`config.mk`:
```
export PLATFORM = sky130hd
export DESIGN_NAME = dlic_top
export DESIGN_NICKNAME = d
export VERILOG_FILES = /design/src/design/dlic_pkg.sv /design/src/design/dlic_top.sv /design/src/design/dlic_level.sv
export SDC_FILE = /design/constraint.sdc
export NUM_CORES = 1
export LEC_CHECK = 0
export BUFFER_PORTS_ARGS = -buffer_cell sky130_fd_sc_hd__buf_2
export CORE_ASPECT_RATIO = 0.7
export CORE_MARGIN = 3
export CORE_UTILIZATION = 30
export CTS_BUF_LIST = sky130_fd_sc_hd__clkbuf_4 sky130_fd_sc_hd__clkbuf_8
export CTS_CLUSTER_DIAMETER = 200
export CTS_CLUSTER_SIZE = 30
export DETAILED_ROUTE_END_ITERATION = 8
export GPL_ROUTABILITY_DRIVEN = 0
export GPL_TIMING_DRIVEN = 0
export PLACE_DENSITY = 0.47
export SETUP_SLACK_MARGIN = 0.02
export SLEW_MARGIN = 20
export SYNTH_ARGS = -nofsm -noshare
export SYNTH_HDL_FRONTEND = slang
export SYNTH_HIERARCHICAL = 1
export SYNTH_SLANG_ARGS = --single-unit
```
`constraint.sdc`:
```
create_clock -name core_clk -period 1.5 [get_ports core_clk]
set_clock_uncertainty 0.05 [all_clocks]
set_input_delay 0.3 -clock core_clk [delete_from_list [all_inputs] [get_ports core_clk]]
set_output_delay 0.3 -clock core_clk [all_outputs]
set_load 0.03 [all_outputs]
```
`src/design/dlic_pkg.sv`:
```
// package: register map, field positions and reset values of the dual level interrupt controller
package dlic_pkg;
  // ****************************************
  // register offsets (byte addresses)
  // ****************************************
  localparam logic [31:0] NORMAL_ACTIVE_STATUS_OFS = 32'hffff_0000;
  localparam logic [31:0] NORMAL_RAW_SOURCE_OFS = 32'hffff_0004;
  localparam logic [31:0] NORMAL_ENABLE_MASK_OFS = 32'hffff_0008;
  localparam logic [31:0] NORMAL_MASK_CLEAR_OFS = 32'hffff_000c;
  localparam logic [31:0] FAST_ACTIVE_STATUS_OFS = 32'hffff_0100;
  localparam logic [31:0] FAST_RAW_SOURCE_OFS = 32'hffff_0104;
  localparam logic [31:0] FAST_ENABLE_MASK_OFS = 32'hffff_0108;
  localparam logic [31:0] FAST_MASK_CLEAR_OFS = 32'hffff_010c;
  localparam logic [31:0] PROG_INT_CONFIG_OFS = 32'hffff_0010;
  // ****************************************
  // field positions and masks
  // ****************************************
  localparam int FAST_OR_BIT = 0;
  localparam int PROG_BIT = 1;
  localparam int PROG_NORMAL_BIT = 1;
  localparam int PROG_FAST_BIT = 2;
  // peripheral sources live on bits 2..19, bit 15 reserved
  localparam logic [31:0] PERIPH_SRC_MASK = 32'h000f_7ffc;
  localparam logic [31:0] PROG_CFG_MASK = 32'h0000_0006;
  // enable bits can exist only for peripheral sources
  localparam logic [31:0] ENABLE_MASK = 32'h000f_7ffc;
  // ****************************************
  // reset values
  // ****************************************
  localparam logic [31:0] ZERO_RST = 32'h0000_0000;
endpackage : dlic_pkg

```
`src/design/dlic_top.sv`:
```
// module: dual level interrupt controller with register port
//
// Local design decision: strobed register access.
`timescale 1ns/100ps
//
// Contract
// normal request is OR of all 32 normal active status bits
// normal active status is raw source AND normal enable mask
// no priority encoding or vector generation; software picks the source
// raw source follows peripheral level; raw source register read-only
// enable bit 1 lets source raise request, 0 masks it
// writing zeros to enable mask never clears enable bits
// mask-clear write clears enable bits written as 1 only
// fast level has raw, enable, mask-clear, active registers like normal
// OR of fast active drives fast request and bit 0 of both sets
// setting a fast enable bit clears the same normal enable bit
// setting a normal enable bit clears the same fast enable bit
// a source may be disabled at both levels at once
// programmed interrupts bypass masks, write raw and active together
// programmed config bit 1 drives normal raw and active bit 1
// programmed config bit 2 drives fast bit 1; other bits reserved
// peripheral must hold its request long enough to be registered
// bit 0 is fast combined, bit 1 programmed, unused in enable
// sources on bits 2 to 19, bit 15 and 20 up reserved
// software saves active status on entering the service routine
// raw bit cleared only by the peripheral itself
// writes to read-only registers ignored, reserved bits read zero
module dlic_top
  import dlic_pkg::*;
(
  // clock and reset
  input wire logic core_clk,
  input wire logic nrst,
  // register port
  input wire logic [31:0] regAddr,
  input wire logic [31:0] regWdata,
  input wire logic regWr,
  input wire logic regRd,
  output logic [31:0] regRdata,
  // peripheral sources
  input wire logic [31:0] normalSrc,
  input wire logic [31:0] fastSrc,
  // core requests
  output logic normalIrq,
  output logic fastIrq
);
  import dlic_pkg::*;

  // ****************************************
  // registers
  // ****************************************
  logic [31:0] normalEnable_reg;
  logic [31:0] normalEnable_next;
  logic [31:0] fastEnable_reg;
  logic [31:0] fastEnable_next;
  logic [31:0] progCfg_reg;
  logic [31:0] normalRaw;
  logic [31:0] normalActive;
  logic [31:0] fastRaw;
  logic [31:0] fastActive;
  logic [31:0] rdMux;
  logic fastOr_reg;

  // write decodes
  logic wrNormEn;
  logic wrNormClr;
  logic wrFastEn;
  logic wrFastClr;
  logic wrProg;
  assign wrNormEn = regWr && (regAddr == NORMAL_ENABLE_MASK_OFS);
  assign wrNormClr = regWr && (regAddr == NORMAL_MASK_CLEAR_OFS);
  assign wrFastEn = regWr && (regAddr == FAST_ENABLE_MASK_OFS);
  assign wrFastClr = regWr && (regAddr == FAST_MASK_CLEAR_OFS);
  assign wrProg = regWr && (regAddr == PROG_INT_CONFIG_OFS);

  // ****************************************
  // enable masks with steering between levels
  // ****************************************
  // enable writes set bits in their own mask and clear the same bits in the other; zeros leave both masks alone
  always_comb begin
    normalEnable_next = normalEnable_reg;
    fastEnable_next = fastEnable_reg;
    if (wrNormEn) begin
      normalEnable_next = normalEnable_reg | (regWdata & ENABLE_MASK);
      fastEnable_next = fastEnable_reg & ~(regWdata & ENABLE_MASK);
    end
    if (wrFastEn) begin
      fastEnable_next = fastEnable_reg | (regWdata & ENABLE_MASK);
      normalEnable_next = normalEnable_reg & ~(regWdata & ENABLE_MASK);
    end
    if (wrNormClr) begin
      normalEnable_next = normalEnable_reg & ~regWdata;
    end
    if (wrFastClr) begin
      fastEnable_next = fastEnable_reg & ~regWdata;
    end
  end
  always_ff @(posedge core_clk or negedge nrst) begin
    if (!nrst) begin
      normalEnable_reg <= ZERO_RST;
      fastEnable_reg <= ZERO_RST;
    end else begin
      normalEnable_reg <= normalEnable_next;
      fastEnable_reg <= fastEnable_next;
    end
  end

  // ****************************************
  // programmed interrupt config
  // ****************************************
  // only bits 1 and 2 are stored, the rest read zero
  always_ff @(posedge core_clk or negedge nrst) begin
    if (!nrst) begin
      progCfg_reg <= ZERO_RST;
    end else if (wrProg) begin
      progCfg_reg <= regWdata & PROG_CFG_MASK;
    end
  end

  // ****************************************
  // the two levels
  // ****************************************
  // fast OR is computed from fast active and fed back as bit 0 of both sets
  dlic_level u_normal (
    .coreClk(core_clk),
    .nrst(nrst),
    .periphSrc(normalSrc),
    .enableMask(normalEnable_reg),
    .fastOr(fastOr_reg),
    .progBit(progCfg_reg[PROG_NORMAL_BIT]),
    .rawSource(normalRaw),
    .activeStatus(normalActive)
  );
  dlic_level u_fast (
    .coreClk(core_clk),
    .nrst(nrst),
    .periphSrc(fastSrc),
    .enableMask(fastEnable_reg),
    .fastOr(fastOr_reg),
    .progBit(progCfg_reg[PROG_FAST_BIT]),
    .rawSource(fastRaw),
    .activeStatus(fastActive)
  );

  // ****************************************
  // requests to the core
  // ****************************************
  // fast OR excludes bit 0 itself to avoid a self-holding loop
  always_ff @(posedge core_clk or negedge nrst) begin
    if (!nrst) begin
      fastOr_reg <= 1'b0;
      fastIrq <= 1'b0;
      normalIrq <= 1'b0;
    end else begin
      fastOr_reg <= |fastActive[31:1];
      fastIrq <= |fastActive[31:1];
      normalIrq <= |normalActive;
    end
  end

  // ****************************************
  // read port
  // ****************************************
  // unmapped and write-only addresses read zero; raw and status writes are ignored
  always_comb begin
    unique case (regAddr)
      NORMAL_ACTIVE_STATUS_OFS: rdMux = normalActive;
      NORMAL_RAW_SOURCE_OFS: rdMux = normalRaw;
      NORMAL_ENABLE_MASK_OFS: rdMux = normalEnable_reg;
      FAST_ACTIVE_STATUS_OFS: rdMux = fastActive;
      FAST_RAW_SOURCE_OFS: rdMux = fastRaw;
      FAST_ENABLE_MASK_OFS: rdMux = fastEnable_reg;
      PROG_INT_CONFIG_OFS: rdMux = progCfg_reg;
      default: rdMux = ZERO_RST;
    endcase
  end
  always_ff @(posedge core_clk or negedge nrst) begin
    if (!nrst) begin
      regRdata <= ZERO_RST;
    end else if (regRd) begin
      regRdata <= rdMux;
    end else begin
      regRdata <= ZERO_RST;
    end
  end

  // ****************************************
  // checks
  // ****************************************
  a_never_both_en: assert property (@(posedge core_clk) disable iff (!nrst)
    (normalEnable_reg & fastEnable_reg) == 32'h0000_0000) else $error("source enabled at both levels");
  a_normal_req_or: assert property (@(posedge core_clk) disable iff (!nrst)
    ##1 normalIrq == |$past(normalActive)) else $error("normal request not OR of active");
  a_active_and: assert property (@(posedge core_clk) disable iff (!nrst)
    (normalActive & ENABLE_MASK) == (normalRaw & normalEnable_reg & ENABLE_MASK)) else $error("active not raw and mask");
  a_zero_no_clear: assert property (@(posedge core_clk) disable iff (!nrst)
    (wrNormEn && !wrFastEn) |=> ((normalEnable_reg & $past(normalEnable_reg)) == $past(normalEnable_reg)))
    else $error("enable write cleared a bit");
  a_mask_clear: assert property (@(posedge core_clk) disable iff (!nrst)
    wrNormClr |=> (normalEnable_reg == ($past(normalEnable_reg) & ~$past(regWdata)))) else $error("mask clear wrong");
  a_fast_steer: assert property (@(posedge core_clk) disable iff (!nrst)
    wrFastEn |=> ((normalEnable_reg & $past(regWdata) & ENABLE_MASK) == 32'h0000_0000))
    else $error("fast enable kept normal bit");
  a_fast_req_or: assert property (@(posedge core_clk) disable iff (!nrst)
    ##1 fastIrq == |$past(fastActive[31:1])) else $error("fast request not OR of active");
  a_prog_norm: assert property (@(posedge core_clk) disable iff (!nrst)
    wrProg |-> ##2 (normalActive[PROG_BIT] == $past(regWdata[PROG_NORMAL_BIT], 2))) else $error("programmed bit lost");
  a_read_data: assert property (@(posedge core_clk) disable iff (!nrst)
    !regRd |=> regRdata == 32'h0000_0000) else $error("read data outside read cycle");

  // ****************************************
  // checks: enable masks and steering
  // ****************************************
  // a normal enable write sets every written source bit
  a_norm_en_set: assert property (@(posedge core_clk) disable iff (!nrst)
    wrNormEn |=> ((normalEnable_reg & $past(regWdata) & ENABLE_MASK) == ($past(regWdata) & ENABLE_MASK)))
    else $error("normal enable bit not set");

  // a fast enable write sets every written source bit
  a_fast_en_set: assert property (@(posedge core_clk) disable iff (!nrst)
    wrFastEn |=> ((fastEnable_reg & $past(regWdata) & ENABLE_MASK) == ($past(regWdata) & ENABLE_MASK)))
    else $error("fast enable bit not set");

  // a normal enable write takes the same bits off the fast mask
  a_norm_steer: assert property (@(posedge core_clk) disable iff (!nrst)
    wrNormEn |=> ((fastEnable_reg & $past(regWdata) & ENABLE_MASK) == 32'h0000_0000))
    else $error("normal enable kept fast bit");

  // zeros written to the fast enable must not drop a fast bit
  a_fast_zero_keep: assert property (@(posedge core_clk) disable iff (!nrst)
    wrFastEn |=> ((fastEnable_reg & $past(fastEnable_reg)) == $past(fastEnable_reg)))
    else $error("fast enable write cleared a bit");

  // fast mask-clear drops only the bits written as one
  a_fast_clear: assert property (@(posedge core_clk) disable iff (!nrst)
    wrFastClr |=> (fastEnable_reg == ($past(fastEnable_reg) & ~$past(regWdata))))
    else $error("fast mask clear wrong");

  // clearing one level never touches the other, so both may end up off
  a_norm_clr_iso: assert property (@(posedge core_clk) disable iff (!nrst)
    wrNormClr |=> $stable(fastEnable_reg))
    else $error("normal clear touched fast mask");

  // the same holds the other way round
  a_fast_clr_iso: assert property (@(posedge core_clk) disable iff (!nrst)
    wrFastClr |=> $stable(normalEnable_reg))
    else $error("fast clear touched normal mask");

  // without a mask write both masks hold, so no other path can disable a source
  a_mask_hold: assert property (@(posedge core_clk) disable iff (!nrst)
    !(wrNormEn || wrNormClr || wrFastEn || wrFastClr) |=> ($stable(normalEnable_reg) && $stable(fastEnable_reg)))
    else $error("enable mask moved without a write");

  // bit 0, bit 1 and reserved positions can never be enabled
  a_en_reserved: assert property (@(posedge core_clk) disable iff (!nrst)
    ((normalEnable_reg | fastEnable_reg) & ~ENABLE_MASK) == 32'h0000_0000)
    else $error("enable bit outside source field");

  // ****************************************
  // checks: raw sources, active status and requests
  // ****************************************
  // fast active is raw gated by the fast mask on the source field
  a_fast_active_and: assert property (@(posedge core_clk) disable iff (!nrst)
    (fastActive & ENABLE_MASK) == (fastRaw & fastEnable_reg & ENABLE_MASK))
    else $error("fast active not raw and mask");

  // source bits of the raw view follow the peripheral level one cycle later; no register write reaches them
  a_norm_raw_follow: assert property (@(posedge core_clk) disable iff (!nrst)
    ##1 ((normalRaw & PERIPH_SRC_MASK) == ($past(normalSrc) & PERIPH_SRC_MASK)))
    else $error("normal raw does not follow source");

  // the same for the fast level
  a_fast_raw_follow: assert property (@(posedge core_clk) disable iff (!nrst)
    ##1 ((fastRaw & PERIPH_SRC_MASK) == ($past(fastSrc) & PERIPH_SRC_MASK)))
    else $error("fast raw does not follow source");

  // bit 15 and bits 20 up never show in either raw view
  a_raw_reserved: assert property (@(posedge core_clk) disable iff (!nrst)
    ((normalRaw | fastRaw) & 32'hfff0_8000) == 32'h0000_0000)
    else $error("reserved raw bit set");

  // both register sets carry the same combined fast bit
  a_bit0_shared: assert property (@(posedge core_clk) disable iff (!nrst)
    normalRaw[FAST_OR_BIT] == fastRaw[FAST_OR_BIT])
    else $error("bit 0 differs between levels");

  // bit 0 lags the fast request by one cycle, the price of cutting the loop through it
  a_bit0_follow: assert property (@(posedge core_clk) disable iff (!nrst)
    ##1 (fastRaw[FAST_OR_BIT] == $past(fastIrq)))
    else $error("bit 0 does not follow fast request");

  // the combined fast bit is not gated by either mask
  a_bit0_unmasked: assert property (@(posedge core_clk) disable iff (!nrst)
    (normalActive[FAST_OR_BIT] == normalRaw[FAST_OR_BIT]) && (fastActive[FAST_OR_BIT] == fastRaw[FAST_OR_BIT]))
    else $error("bit 0 masked");

  // a fast request shows up in the normal request two cycles later through bit 0
  a_norm_req_fast: assert property (@(posedge core_clk) disable iff (!nrst)
    fastIrq |-> ##2 normalIrq)
    else $error("fast source missing from normal request");

  // no fast active bit means no fast request on the next cycle
  a_fast_idle: assert property (@(posedge core_clk) disable iff (!nrst)
    !(|fastActive[31:1]) |=> !fastIrq)
    else $error("fast request without active bit");

  // ****************************************
  // checks: programmed interrupts
  // ****************************************
  // the fast programmed bit lands in fast active two cycles after the write
  a_prog_fast: assert property (@(posedge core_clk) disable iff (!nrst)
    wrProg |-> ##2 (fastActive[PROG_BIT] == $past(regWdata[PROG_FAST_BIT], 2)))
    else $error("fast programmed bit lost");

  // the normal raw view carries the stored programmed bit
  a_prog_raw_norm: assert property (@(posedge core_clk) disable iff (!nrst)
    ##1 (normalRaw[PROG_BIT] == $past(progCfg_reg[PROG_NORMAL_BIT])))
    else $error("normal raw programmed bit wrong");

  // the fast raw view carries the other stored programmed bit
  a_prog_raw_fast: assert property (@(posedge core_clk) disable iff (!nrst)
    ##1 (fastRaw[PROG_BIT] == $past(progCfg_reg[PROG_FAST_BIT])))
    else $error("fast raw programmed bit wrong");

  // only the two level bits are ever stored
  a_prog_reserved: assert property (@(posedge core_clk) disable iff (!nrst)
    (progCfg_reg & ~PROG_CFG_MASK) == 32'h0000_0000)
    else $error("reserved programmed bit stored");

  // the config only moves on its own write, software alone raises and drops it
  a_prog_hold: assert property (@(posedge core_clk) disable iff (!nrst)
    !wrProg |=> $stable(progCfg_reg))
    else $error("programmed config moved without a write");

  // ****************************************
  // checks: register port
  // ****************************************
  // mask-clear registers are write-only and read back zero
  a_read_clear_zero: assert property (@(posedge core_clk) disable iff (!nrst)
    (regRd && ((regAddr == NORMAL_MASK_CLEAR_OFS) || (regAddr == FAST_MASK_CLEAR_OFS))) |=> (regRdata == 32'h0000_0000))
    else $error("mask clear read not zero");

  // a status read returns the value of the cycle the strobe was in
  a_read_status: assert property (@(posedge core_clk) disable iff (!nrst)
    (regRd && (regAddr == NORMAL_ACTIVE_STATUS_OFS)) |=> (regRdata == $past(normalActive)))
    else $error("normal status read wrong");

  // the same for the fast status
  a_read_fast_status: assert property (@(posedge core_clk) disable iff (!nrst)
    (regRd && (regAddr == FAST_ACTIVE_STATUS_OFS)) |=> (regRdata == $past(fastActive)))
    else $error("fast status read wrong");
endmodule : dlic_top

```
`src/design/dlic_level.sv`:
```
// module: one interrupt level, raw source and active status with programmed bit merged in
`timescale 1ns/100ps
module dlic_level
  import dlic_pkg::*;
(
  // clock and reset
  input wire logic coreClk,
  input wire logic nrst,
  // inputs
  input wire logic [31:0] periphSrc,
  input wire logic [31:0] enableMask,
  input wire logic fastOr,
  input wire logic progBit,
  // outputs
  output logic [31:0] rawSource,
  output logic [31:0] activeStatus
);
  logic [31:0] rawNext;
  // raw view: peripheral levels, bit 0 is combined fast level, bit 1 programmed
  always_comb begin
    rawNext = periphSrc & PERIPH_SRC_MASK;
    rawNext[FAST_OR_BIT] = fastOr;
    rawNext[PROG_BIT] = progBit;
  end
  // registered once; the source must be held at least one cycle to be seen
  always_ff @(posedge coreClk or negedge nrst) begin
    if (!nrst) begin
      rawSource <= ZERO_RST;
    end else begin
      rawSource <= rawNext;
    end
  end
  // programmed bit and combined fast bit 0 bypass the mask, the rest is gated by it
  always_comb begin
    activeStatus = rawSource & enableMask;
    activeStatus[PROG_BIT] = rawSource[PROG_BIT];
    activeStatus[FAST_OR_BIT] = rawSource[FAST_OR_BIT];
  end
endmodule : dlic_level

```
=== After elaboration in Yosys (flattened, before gate mapping) ===
Cells that the tools add are included.

* Register bits: 138
* Input bits: 132
* Output and inout bits: 34
* Logic and storage cells: 44

* Equal/unequal tests: 9
* Mux-type cells: 8
* Bitwise logic cells: 10
* Reduce and logical (&&, ||, !) cells: 9

{| class="wikitable"
|+ Operators by type and width
! operator !! number
|-
| $eq 32x32->1 const B || 9
|-
| $mux 32 || 7
|-
| $pmux 32 s7 || 1
|-
| $and 32x32->32 || 4
|-
| $and 20x32->32 || 2
|-
| $or 32x20->32 || 2
|-
| $not 20->32 || 1
|-
| $not 32->32 || 1
|-
| $reduce_or 32->1 || 1
|-
| $reduce_or 31->1 || 1
|-
| $reduce_bool 3->1 || 2
|-
| $logic_and 1x1->1 || 5
|}

=== Depth between registers and ports, before layout ===
* Depth in word-level cells: 5
* Mapped depth: 9
* Gate-level depth less buffers: 5

=== Cells and area by module ===
Netlist, hierarchy kept.

{| class="wikitable"
|+ Modules (own cells, without submodules)
! module !! times used !! cells an instance !! area an instance (um^2) !! seq. area each (um^2)
|-
| dlic_top || 1 || 514 || 5713.0 || 2502.4
|-
| dlic_level || 2 || 65 || 795.8 || 475.5
|}

=== Worst setup path before layout ===
Ideal clock, no wire load.

* Kind: in2reg
* From: input port regAddr[4]
* To: register with a tool-made name
* Setup time: 0.119 ns
* Arrival time: 2.041 ns
* Data required time: 1.331 ns
* Setup slack: -0.711 ns
* Stages: 7
* Path buffers: 2
* Cells stage by stage: buf_2 -> or4b_2 -> nor4_1 -> nand4_2 -> buf_2 -> nand3_1 -> nand2_1

{| class="wikitable"
|+ RTL lines
! element !! line !! text
|-
| start: declaration || dlic_top.sv:35 || <nowiki>input wire logic [31:0] regAddr,</nowiki>
|}

=== Worst setup path in the final report ===
* From: input port regAddr[19]
* To: register regRdata[19]

* Longest elaborated chain between the ends: 3

{| class="wikitable"
|+ Ends and longest elaborated chain
! element !! line !! text
|-
| $eq 32x32->1 || dlic_top.sv:166 || <nowiki>unique case (regAddr)</nowiki>
|-
| $pmux 32 s7 (*) || dlic_top.sv:166 ||
|-
| $mux 32 (*) || dlic_top.sv:180 || <nowiki>end else if (regRd) begin</nowiki>
|-
| end signal: assignment || dlic_top.sv:181 || <nowiki>regRdata <= rdMux;</nowiki>
|-
| end: declaration || dlic_top.sv:39 || <nowiki>output logic [31:0] regRdata,</nowiki>
|}

Every way passes the cells marked *; elsewhere a longest branch is shown, timed or not.
A chain may end at the register's enable or synchronous reset.

==> run metrics <==
CTS buffer count=17; worst path required time=1.82 ns; DRC viols=0; slew margin rel.=23.9%; Slew @ Worst Pin=around 1.1 ns; GRT Residual Overflow=0; global-route wire length before repair=a little under 40,000 um; core area=~0.024 mm^2; Seq/Total Area, Yosys=between 40% and 50%; I/O pins=approximately 170; Peak VDD IR=between 0.5 and 0.6 mV; synth warn=6; First-pass DRT Iterations=5; hpwl dp=17,500 um; initial antenna violation count=0; GRT Total Usage=between 20% and 30%; antenna cell count=0; syn_area_per_cell=between 10 and 15 um^2; hold_ws=between 0.03 and 0.04 ns; wire per inst=approximately 20 um; layout cells sized above 1=about half; Area Overhead vs Synth=49.3%; Distinct cells, synth=40; failing checks=setup timing; fin. max-slew vios=0; fillcell total=between 2,000 and 2,500; final instance area=0.0109 mm^2; commonest non-fill, non-tap cell in the layout=dfrtp_1; ys async rst share=100%; HP Class=input pin to flop; Critical Path, Cell by Cell=buf_6 -> nand4_1 -> or4_1 -> buf_6 -> nor4_4 -> buf_6 -> buf_8 -> a32oi_2 -> a211oi_4; CTS H-tree lvls=4; root buf cell=clkbuf_8; Worst-path clk slew=roughly 0.080 ns; Routed WL=around 26,000 um; RSZ-0062 raised after global routing=yes; status=complete, but fails checks; Mapped Area=~0.0073 mm^2; WP buf/inv=4; Setup Crit Path Kind=input pin to flop; Die X=about 190 um; Final WS setup=-0.298 ns; crit end category=flop; crit start category=input pin; Placed Area=around 0.0089 mm^2; Die ar.=0.0263 mm^2; WP data arrival=2.11 ns; CP max stage delay=approximately 0.56 ns; vias in the first global route=~6,700; clock sinks=~140; Final Net Count=roughly 1,100; largest net degree at the start of global routing=just under 80; crit-path leading delay family=simple AND/OR/NAND/NOR gates; DR iter-0 viols=between 400 and 500; IO Port Bufs=134; Final ANT Viol Nets=0; clock tree buffer depth=2; worst skew pair latency=about 0.48 ns; Finished Layout Cells=approximately 1,300; height of the die=roughly 140 um; dominant synthesized flop cell=dfrtp_1; LEAKAGE=0.00509 uW; most frequent CP cell=buf_6; Final min period=~1.8 ns; most frequent cells in the layout=137 x dfrtp_1, 129 x buf_2, 93 x buf_4, 52 x conb_1, 51 x dlygate4sd3_1; Fin. Hold Viols=0; Synth Register Bits=138; peak fanout along the critical path=7; Final Cycle Share=120%; Post-Syn Instances=about 640; CTS tree=built; Initial Util=30.7%; Cell Pwr Density=around 770 mW/mm^2; EDFF count, synth=0; f_max=between 0.5 and 0.6 GHz; Vias=roughly 6,400; DR vias/cell=about 5.0; Inst Count DP=1,147; Setup WS pre-CTS=-1.48 ns; Slowest-stage cell, CP=or4_1; row cnt=47; Final Setup Violations=100; Max Cap Violations=0
## where the power goes
group | switching [uW] | internal, uW
logic | 562 | 647
clock network | 1610 | 1520
registers | 158 | 3880
total | 2330 | 6050
## area by class of cell
cell class | instances | area, um^2 | area share (%)
Clock inverter | 13 | 144 | 1.32
Tap cell | 318 | 398 | 3.65
Inverter | 2 | 7.51 | 0.0688
Multi-Input combinational cell | 453 | 4020 | 36.8
Timing Repair Buffer | 238 | 1760 | 16.2
Sequential cell | 138 | 3450 | 31.7
Clock buffer | 19 | 249 | 2.28
Buffer | 100 | 871 | 7.99
## worst reg2reg max path: cells and delay by family, from the launching register on
kind | cells | cell delay (ns)
flip-flops | 1 | 0.40
AND/OR/NAND/NOR | 4 | 1.06
## per-layer routing
metal | vias to the layer above | global-route usage [%] | wire [um]
met4 | 0 | 5.54 | 270
met3 | 23 | 4.84 | 1360
met5 | - | 0 | 0
met1 | 3189 | 29.4 | 12700
met2 | 206 | 29.9 | 11400
li1 | 2945 | - | -
## synth_stat cells (4+ instances only)
cell      number  area share [%]
mux2_2        32             4.9
a22o_1        32             3.8
nor4_4         5             1.5
nor4_1        17             1.5
nand2_1       42             2.2
a211oi_2      30             5.1
nand4_1        9            0.77
a22oi_1       34             3.5
buf_4         60             6.2
and2_1        36             3.1
nor3_1         4            0.27
buf_2         14            0.96
mux2i_1       36             4.9
nand3_1       35             2.4
a21boi_0      30             3.1
clkbuf_1      26             1.3
dfrtp_1      138              47
a32oi_1       30             3.6
## logic make-up after synthesis
kind of cell,Yosys count,synth area share [%]
flip-flops,138,47.3
other,2,0.103
AND/OR/NAND/NOR,172,14.4
multiplexers,68,9.87
AO/OA/AOI/OAI,161,19.7
buffers and inverters,103,8.62
## repair_timing
| action | in CTS | in global routing |
|---|---|---|
| pin swaps | 64 | 22 |
| hold buffers | 51 | 0 |
| gates cloned | 7 | 0 |
| buffers inserted | 35 | 12 |
| endpoints found under the setup margin | 101 | 101 |
| gates resized for setup | 110 | 58 |
| hold endpoints to repair | 127 | 0 |
## stage by stage
step	total power, uW	setup TNS [ns]	utilization [%]
6_report	8380	-19.48	45.9
5_1_grt	8790	-22.54	45.9
4_1_cts	8440	-15.26	44.7
3_5_place_dp	5010	-112.76	37.3
3_3_place_gp	4960	-357.03	37.2
2_1_floorplan	4580	-48.31	-
## worst paths after layout
check / end / start / depth (start not counted) / slack [ns]
setup / recovery: regRdata[19]$_DFF_PN0_ / regAddr[19] / 9 / -0.30
hold / removal: flop / regWdata[13] / 3 / 0.03
setup reg to reg: fastOr_reg$_DFF_PN0_ / u_fast/rawSource[9]$_DFF_PN0_ / 4 / -0.13
hold reg to reg: u_normal/rawSource[1]$_DFF_PN0_ / progCfg_reg[1]$_DFFE_PN0P_ / 0 / 0.35
max in group asynchronous: fastOr_reg$_DFF_PN0_ / nrst / 3 / 0.33
min in group asynchronous: regRdata[26]$_DFF_PN0_ / nrst / 2 / 0.30
No activity file was read; power rests on OpenSTA's default activity.
